`config.mk`:
```
export PLATFORM = sky130hd
export DESIGN_NAME = irq_mode_ctrl_slots
export DESIGN_NICKNAME = d
export VERILOG_FILES = /design/src/rtl/irq_mode_lane.v /design/src/rtl/irq_mode_ctrl_slots.v
export VERILOG_INCLUDE_DIRS = /design/src /design/src/rtl
export SDC_FILE = /design/constraint.sdc
export NUM_CORES = 1
export LEC_CHECK = 0
export BUFFER_PORTS_ARGS = -buffer_cell sky130_fd_sc_hd__buf_4
export CORE_UTILIZATION = 55
export DETAILED_ROUTE_END_ITERATION = 8
export GPL_TIMING_DRIVEN = 0
export PLACE_DENSITY = 0.79
export SLEW_MARGIN = 20
export SYNTH_ARGS = -nofsm -noshare
export SYNTH_HDL_FRONTEND = slang
export SYNTH_SLANG_ARGS = --single-unit
```
`constraint.sdc`:
```
create_clock -name CLK -period 3.59 [get_ports CLK]
set_clock_uncertainty 0.2 [all_clocks]
set_input_delay 0.5385 -clock CLK [delete_from_list [all_inputs] [get_ports CLK]]
set_output_delay 0.5385 -clock CLK [all_outputs]
set_load 0.03 [all_outputs]
```
`src/rtl/irq_mode_ctrl_map.vh`:
```
// Address map, field positions and reset values of the interrupt mode control slots.
// Included by the slot bank and its lane module; definitions only.
`ifndef IRQ_MODE_CTRL_MAP_VH
`define IRQ_MODE_CTRL_MAP_VH

// Register byte addresses
`define IMC_28_31_ADDR 32'hffffe01c
`define IMC_32_35_ADDR 32'hffffe020
`define IRQ_STATUS_ADDR 32'hffffe100
`define IRQ_MASK_ADDR 32'hffffe104

// Reset values
`define IMC_RESET 32'h00000000
`define IRQ_STATUS_RESET 8'h00
`define IRQ_MASK_RESET 8'h00

// Writable bits of a mode register: bits 7 and 3 of each lane stay zero
`define IMC_WR_MASK 32'h77777777

// Field positions inside one 8-bit lane
`define LANE_EDGE_HI 6
`define LANE_EDGE_LO 5
`define LANE_DMA_BIT 4
`define LANE_LEVEL_HI 2
`define LANE_LEVEL_LO 0

// Field encodings
`define EDGE_RISING 2'h3
`define LEVEL_DISABLED 3'h0

// Lane that serves no source (interrupt number 34)
`define RESERVED_LANE 6
`define IRQ_STATUS_WR_MASK 8'hbf

// AHB encodings
`define HTRANS_NONSEQ_BIT 1
`define HSIZE_WORD 3'h2

`endif

```
`src/rtl/irq_mode_lane.v`:
```
// One interrupt source lane: rising-edge detection and routing to a priority request
// or a DMA channel trigger. Assumes the source is a level from logic on the same clock.
`timescale 1ns/1ps
`include "irq_mode_ctrl_map.vh"

module irq_mode_lane (
  // Clock and reset
  input wire clk,
  input wire reset_n,
  // Lane configuration byte and source
  input wire [7:0] cfg,
  input wire src,
  // Decoded outcome, valid in the cycle the edge is seen
  output reg hit,
  output reg irq_hit,
  output reg [7:0] dma_hit
);

  reg src_prev_ff;
  wire [1:0] edge_sel;
  wire dma_sel;
  wire [2:0] level_or_channel;
  wire rise;

  assign edge_sel = cfg[`LANE_EDGE_HI:`LANE_EDGE_LO];
  assign dma_sel = cfg[`LANE_DMA_BIT];
  assign level_or_channel = cfg[`LANE_LEVEL_HI:`LANE_LEVEL_LO];

  // Previous level kept even while the lane is off, so enabling it never fakes an edge
  always @(posedge clk or negedge reset_n) begin
    if (!reset_n) begin
      src_prev_ff <= 1'b0;
    end else begin
      src_prev_ff <= src;
    end
  end

  // Other edge encodings are not supported and detect nothing
  assign rise = src & ~src_prev_ff & (edge_sel == `EDGE_RISING);

  always @* begin
    hit = 1'b0;
    irq_hit = 1'b0;
    dma_hit = 8'h00;
    if (rise) begin
      if (dma_sel) begin
        hit = 1'b1;
        dma_hit[level_or_channel] = 1'b1;
      end else if (level_or_channel != `LEVEL_DISABLED) begin
        hit = 1'b1;
        irq_hit = 1'b1;
      end
    end
  end

endmodule

```
`src/rtl/irq_mode_ctrl_slots.v`:
```
// Interrupt mode control slots for interrupt numbers 28 to 35, with an AHB-Lite slave,
// sticky event status, mask and one level interrupt.
// Assumes all sources and the bus run on CLK; the master issues single word transfers.
//
// Behaviour
// - Each lane's 2-bit edge field must hold 11 and the lane then reacts to rising edges.
// - The DMA-trigger bit routes a lane's request to a DMA channel when 1, else to an interrupt.
// - As an interrupt, the 3-bit field gives priority 1 to 7, and 000 disables the source.
// - As a DMA trigger, the 3-bit field names DMA channel 0 to 7.
// - The first register's byte lanes serve interrupt numbers 28, 29, 30 and 31 from low to high.
// - The second register's lanes serve numbers 32, 33 and, in the top lane, 35.
// - Each lane holds edge at 6:5, DMA bit at 4, level at 2:0, and bits 7 and 3 read zero.
//
// Our own choice: the AHB-Lite register port.
`timescale 1ns/1ps
`include "irq_mode_ctrl_map.vh"

module irq_mode_ctrl_slots #(
  parameter LANES = 8,
  parameter DMA_CHANNELS = 8
) (
  // Clock and reset
  input wire CLK,
  input wire RESET_N,
  // AHB-Lite slave
  input wire HSEL,
  input wire [31:0] HADDR,
  input wire [1:0] HTRANS,
  input wire HWRITE,
  input wire [2:0] HSIZE,
  input wire [31:0] HWDATA,
  input wire HREADY,
  output reg [31:0] HRDATA,
  output reg HREADYOUT,
  output reg HRESP,
  // Interrupt sources
  input wire CAPTURE_IRQ,
  input wire COMPARE0_IRQ,
  input wire COMPARE1_IRQ,
  input wire COMPARE2_IRQ,
  input wire COMPARE3_IRQ,
  input wire COMPARE4_IRQ,
  input wire SERIAL3_RX_IRQ,
  // Requests to the processor core, one per lane, with their priority
  output reg [LANES-1:0] IRQ_REQ,
  output reg [3*LANES-1:0] IRQ_LEVEL,
  // Triggers to the DMA controller, one per channel
  output reg [DMA_CHANNELS-1:0] DMA_TRIG,
  // Block interrupt
  output reg INT_OUT
);

  // Mode registers
  reg [31:0] irq_mode_ctrl_28_31_ff;
  reg [31:0] irq_mode_ctrl_32_35_ff;
  reg [31:0] nxt_irq_mode_ctrl_28_31;
  reg [31:0] nxt_irq_mode_ctrl_32_35;

  // Event status and mask
  reg [LANES-1:0] status_ff;
  reg [LANES-1:0] mask_ff;
  reg [LANES-1:0] nxt_status;
  reg [LANES-1:0] nxt_mask;

  // Data phase bookkeeping
  reg wr_pend_ff;
  reg [31:0] wr_addr_ff;
  reg [31:0] nxt_rdata;

  // Lane wiring
  wire [63:0] cfg_all;
  wire [LANES-1:0] src_vec;
  wire [LANES-1:0] lane_hit;
  wire [LANES-1:0] lane_irq_hit;
  wire [8*LANES-1:0] lane_dma_hit;
  reg [DMA_CHANNELS-1:0] dma_any;
  reg [3*LANES-1:0] nxt_level;

  // Address and data phase qualifiers
  wire addr_valid;
  wire addr_write;
  wire addr_read;
  wire wr_28_31;
  wire wr_32_35;
  wire wr_status;
  wire wr_mask;
  wire [7:0] wdata_status;

  integer c;
  integer l;
  integer m;

  // Lane order: low byte of the first register is number 28, top byte of the second is 35
  assign cfg_all = {irq_mode_ctrl_32_35_ff, irq_mode_ctrl_28_31_ff};

  // Lane 6 is number 34 and has no source
  assign src_vec = {SERIAL3_RX_IRQ,
                    1'b0,
                    COMPARE4_IRQ,
                    COMPARE3_IRQ,
                    COMPARE2_IRQ,
                    COMPARE1_IRQ,
                    COMPARE0_IRQ,
                    CAPTURE_IRQ};

  genvar g;
  generate
    for (g = 0; g < LANES; g = g + 1) begin : lane
      irq_mode_lane u_lane (
        .clk(CLK),
        .reset_n(RESET_N),
        .cfg(cfg_all[8*g+7:8*g]),
        .src(src_vec[g]),
        .hit(lane_hit[g]),
        .irq_hit(lane_irq_hit[g]),
        .dma_hit(lane_dma_hit[8*g+7:8*g])
      );
    end
  endgenerate

  // Bus address phase
  assign addr_valid = HSEL & HTRANS[`HTRANS_NONSEQ_BIT] & HREADY;
  assign addr_write = addr_valid & HWRITE;
  assign addr_read = addr_valid & ~HWRITE;

  // Write data is taken in the data phase, one cycle after the address
  always @(posedge CLK or negedge RESET_N) begin
    if (!RESET_N) begin
      wr_pend_ff <= 1'b0;
      wr_addr_ff <= 32'h00000000;
    end else begin
      wr_pend_ff <= addr_write;
      if (addr_write) begin
        wr_addr_ff <= HADDR;
      end
    end
  end

  assign wr_28_31 = wr_pend_ff & (wr_addr_ff == `IMC_28_31_ADDR);
  assign wr_32_35 = wr_pend_ff & (wr_addr_ff == `IMC_32_35_ADDR);
  assign wr_status = wr_pend_ff & (wr_addr_ff == `IRQ_STATUS_ADDR);
  assign wr_mask = wr_pend_ff & (wr_addr_ff == `IRQ_MASK_ADDR);
  assign wdata_status = HWDATA[7:0];

  // Mode registers: reserved bits 7 and 3 of each lane are never stored
  always @* begin
    nxt_irq_mode_ctrl_28_31 = irq_mode_ctrl_28_31_ff;
    nxt_irq_mode_ctrl_32_35 = irq_mode_ctrl_32_35_ff;
    if (wr_28_31) begin
      nxt_irq_mode_ctrl_28_31 = HWDATA & `IMC_WR_MASK;
    end
    // The unused lane stores what is written; software is expected to keep it zero
    if (wr_32_35) begin
      nxt_irq_mode_ctrl_32_35 = HWDATA & `IMC_WR_MASK;
    end
  end

  always @(posedge CLK or negedge RESET_N) begin
    if (!RESET_N) begin
      irq_mode_ctrl_28_31_ff <= `IMC_RESET;
      irq_mode_ctrl_32_35_ff <= `IMC_RESET;
    end else begin
      irq_mode_ctrl_28_31_ff <= nxt_irq_mode_ctrl_28_31;
      irq_mode_ctrl_32_35_ff <= nxt_irq_mode_ctrl_32_35;
    end
  end

  // Status: write one to clear, and a new event in the same cycle wins over the clear
  always @* begin
    nxt_status = status_ff;
    if (wr_status) begin
      nxt_status = status_ff & ~wdata_status;
    end
    nxt_status = (nxt_status | lane_hit) & `IRQ_STATUS_WR_MASK;
  end

  always @* begin
    nxt_mask = mask_ff;
    if (wr_mask) begin
      nxt_mask = wdata_status & `IRQ_STATUS_WR_MASK;
    end
  end

  always @(posedge CLK or negedge RESET_N) begin
    if (!RESET_N) begin
      status_ff <= `IRQ_STATUS_RESET;
      mask_ff <= `IRQ_MASK_RESET;
    end else begin
      status_ff <= nxt_status;
      mask_ff <= nxt_mask;
    end
  end

  // Read data uses the next register values so a read right after a write sees it
  always @* begin
    nxt_rdata = 32'h00000000;
    case (HADDR)
      `IMC_28_31_ADDR: begin
        nxt_rdata = nxt_irq_mode_ctrl_28_31;
      end
      `IMC_32_35_ADDR: begin
        nxt_rdata = nxt_irq_mode_ctrl_32_35;
      end
      `IRQ_STATUS_ADDR: begin
        nxt_rdata = {24'h000000, nxt_status};
      end
      `IRQ_MASK_ADDR: begin
        nxt_rdata = {24'h000000, nxt_mask};
      end
      default: begin
        nxt_rdata = 32'h00000000;
      end
    endcase
  end

  // Zero wait states; unmapped addresses read zero and ignore writes, always OKAY
  always @(posedge CLK or negedge RESET_N) begin
    if (!RESET_N) begin
      HRDATA <= 32'h00000000;
      HREADYOUT <= 1'b1;
      HRESP <= 1'b0;
    end else begin
      HREADYOUT <= 1'b1;
      HRESP <= 1'b0;
      if (addr_read) begin
        HRDATA <= nxt_rdata;
      end else begin
        HRDATA <= 32'h00000000;
      end
    end
  end

  // Several lanes may trigger the same channel in one cycle; they merge into one pulse
  always @* begin
    dma_any = {DMA_CHANNELS{1'b0}};
    for (l = 0; l < LANES; l = l + 1) begin
      for (c = 0; c < DMA_CHANNELS; c = c + 1) begin
        dma_any[c] = dma_any[c] | lane_dma_hit[8*l+c];
      end
    end
  end

  // Level shown with a request is the one programmed when the edge was seen
  always @* begin
    nxt_level = IRQ_LEVEL;
    for (m = 0; m < LANES; m = m + 1) begin
      if (lane_irq_hit[m]) begin
        nxt_level[3*m+2] = cfg_all[8*m+`LANE_LEVEL_HI];
        nxt_level[3*m+1] = cfg_all[8*m+1];
        nxt_level[3*m] = cfg_all[8*m+`LANE_LEVEL_LO];
      end
    end
  end

  // Request and trigger pulses last one cycle
  always @(posedge CLK or negedge RESET_N) begin
    if (!RESET_N) begin
      IRQ_REQ <= {LANES{1'b0}};
      IRQ_LEVEL <= {3*LANES{1'b0}};
      DMA_TRIG <= {DMA_CHANNELS{1'b0}};
    end else begin
      IRQ_REQ <= lane_irq_hit;
      IRQ_LEVEL <= nxt_level;
      DMA_TRIG <= dma_any;
    end
  end

  // Interrupt follows the registered status, one cycle behind it
  always @(posedge CLK or negedge RESET_N) begin
    if (!RESET_N) begin
      INT_OUT <= 1'b0;
    end else begin
      INT_OUT <= |(status_ff & mask_ff);
    end
  end

endmodule

```
==> reports/qor.yml <==
finish:
  drive_above_1_share: 0.393
  antennaDiodeCount: 0
  syn2layout_area_growth_pct: 23.3
  nets: 921
  post-route-util: 0.697
  layout.cells.non_filler: 1034
clock_network:
  clk_pin_slew_ns: 0.06
  clk_path_buf_depth: 2
  cts.sinks: 188
  cts-root-buf: "clkbuf_16"
  clk-insertion-delay-late_ns: 0.44
  cts_setup_buffers: 0
  tritoncts: "done"
  numCtsBuffers: 17
  cts.htree.levels: 4
logic_synthesis:
  netlist_area_um2: 8210
  synth_seq_area_share: 0.573
  synth_top_area_share: 0.573
  synth_cell_types: 70
  synth_edf_count: 0
  synthAdderAreaFrac: 0
  synthCells: 676
  synth-seq-cells: 188
  syn_avg_cell_area_um2: 12.1
  yosysWarnings: 0
  synth_top_area_cell: "dfrtp_1"
  synthMuxAreaShare: 0.104
  synth.area.top_cells: "dfrtp_1 (57%), mux2_2 (10%), nand2_1 (5.3%), a22oi_2 (3.0%), nor2_2 (1.5%)"
  async_flop_share: 1.00
  synthSimpleGateAreaFrac: 0.180
  synth_compound_gate_area_share: 0.103
  synthFlopType: "dfrtp_1"
  synth_top_family_by_area: "simple AND/OR/NAND/NOR gates"
  synthXorXnorAreaFrac: 0
hold_path:
  hp-class: "input pin to register"
  holdPathEnd: "lane[7].u_lane.src_prev_ff"
  hold_start: "SERIAL3_RX_IRQ"
  hold_path_depth: 1
drt:
  firstDrtPassIters: 6
  finalWirelength_um: 19100
  drc: 0
  drtIter0Drc: 568
  wl_per_cell_um: 18.4
  route.vias.total: 5961
  viasPerCell: 5.76
  antenna_left: 0
sta:
  finalSetupViolCount: 0
  tns_ns: 0
  slew_violations: 0
  fin_crit_sh: 0.877
  fin_ws_ns: 0.440
  fmax_mhz: 317
  timing.hold.ws_ns: 0.0162
  rsz0062_at_grt: "false"
  hold_violations: 0
  period_minus_slack_ns: 3.15
  worst_slew_pin_slew_ns: 0.764
  relSlewSlack: 0.491
power:
  p_int_mw: 3.62
  p_comb_frac: 0.125
  powerDensity_nw_per_um2: 478
  power_frac_clock: 0.379
  p_sw_frac: 0.252
  p_switching_mw: 1.22
  leakagePower_nw: 4.73
  pwr-share-seq: 0.496
  irDropWorstVdd_mv: 0.356
run:
  maxCapViolations: 0
placed_design:
  place_ws_ns: 0.00614
  place_inst: 1004
  io_buffers: 139
  place_hpwl_um: 13800
  gp_congestion: 0.920
floorplan:
  die_y_um: 124
  rows: 44
  die_x_um: 124
  die-area_um2: 15400
  boundaryPins: 156
  core_area_um2: 14500
  initial_utilization: 0.565
critical_path:
  crit_type: "input pin to register"
  cp.required_ns: 3.75
  arrival_ns: 3.31
  cp-end-kind: "register"
  cp-start-kind: "input pin"
  cp_max_fo: 10
  rr_worst_depth: 8
  r2r-end: "HRDATA[28]"
  reg2reg_slack_ns: 0.50
  r2r_start: "wr_addr_ff[9]"
  startpoint: "HADDR[1]"
global_route:
  grt_pass1_wl_um: 31400
  grt_usage: 0.261
  antenna_found_initial: 0
  grt_overflow: 0
  first_global_vias: 6013
  grt_max_degree: 105
run_status:
  status: "completed"
==> through the flow <==
stage	cell area [um2]	power, mW
global placement	9500	3.01
CTS	10100	4.87
global route	10100	5.03
detailed placement	9540	3.05
floorplan	8230	2.75
finish	10100	4.84
==> cell usage after synthesis (8+ instances only) <==
| cell type | count |
|---|---|
| and2_1 | 11 |
| nand3_1 | 15 |
| mux2_2 | 75 |
| and4b_1 | 9 |
| and3_1 | 10 |
| nor2_1 | 28 |
| inv_1 | 9 |
| and2_2 | 9 |
| dfrtp_1 | 188 |
| nand4_1 | 10 |
| a21oi_1 | 8 |
| nor2_2 | 20 |
| clkbuf_1 | 9 |
| a22oi_2 | 20 |
| a22oi_1 | 9 |
| nand2_1 | 116 |
==> per-layer routing <==
| layer | GRT usage | part of all wire |
|---|---|---|
| met5 | 0 | 0 |
| met4 | 0.115 | 0.031 |
| met3 | 0.0616 | 0.061 |
| met2 | 0.406 | 0.48 |
| met1 | 0.352 | 0.43 |
==> layout by cell type, fill, tap and decap left out, drive strengths merged, types with 4 or more instances in the layout <==
cell and count:
nand2 116, a22o 5, a32oi 6, buf 156, nor4 4, or3 7, mux2 75, clkbuf 37
a21bo 5, and2 20, nor2 48, nand4 11, a22oi 29, o21ai 7, nand4b 7, conb 6
and3 12, nor2b 4, a21oi 8, o31a 5, nand3 15, inv 9, dfrtp 188, nand2b 4
and4b 9
==> power by group through the flow <==
stage	sequential [mW]	clock (mW)	combinational [mW]
after floorplan	2.53	0	0.221
after global placement	2.43	0	0.586
after detailed placement	2.44	0	0.611
after CTS	2.40	1.86	0.614
final	2.40	1.84	0.607
after global routing	2.42	1.95	0.658
==> cell type report <==
class	instances	area [um2]
Fill cell	1047	4410
Inverter	9	33.8
Clock buffer	24	522
Tap cell	184	230
Clock inverter	5	57.6
Sequential cell	188	4700
Multi-Input combinational cell	451	3200
Timing Repair Buffer	141	1090
Buffer	32	292
==> logic make-up (layout without fill, tap and decap cells) <==
family	count (synthesis)	after routing
flops	188	188
simple gates	274	274
other cells	2	6
compound gates	95	95
mux	76	76
buf+inv	41	211
==> critical path: stages <==
cell,delay (ns)
buf_4,0.11
or4_1,0.55
or4_4,0.53
nor4_4,0.63
and3_4,0.35
buf_4,0.20
clkbuf_8,0.22
a22oi_2,0.07
nor2_2,0.12
==> flip-flops by register name, summed over array words and instances, names as in the netlist <==
register and flops:
DMA_TRIG 8, wr_addr_ff 32, irq_mode_ctrl_28_31_ff 32, irq_mode_ctrl_32_35_ff 32
INT_OUT 1, wr_pend_ff 1, lane.u_lane.src_prev_ff 7, IRQ_LEVEL 21
status_ff 7, mask_ff 8, IRQ_REQ 7, HRDATA 32
==> worst max path at each step <==
stage | to | slack (ns) | cells past startpoint
CTS | HRDATA[23] | 0.45 | 9
finish | HRDATA[12] | 0.44 | 9
floorplan | HRDATA[11] | 0.61 | 9
detailed placement | HRDATA[23] | 0.006 | 9
global route | HRDATA[7] | 0.31 | 8
global placement | HRDATA[12] | 0.05 | 9
==> what timing repair did <==
item                                   in CTS  in global routing
endpoints found under the hold margin      61                  0
gates resized for setup                     0                  0
hold buffers                                1                  0
Note: power is estimated with default switching activity, not from simulation.
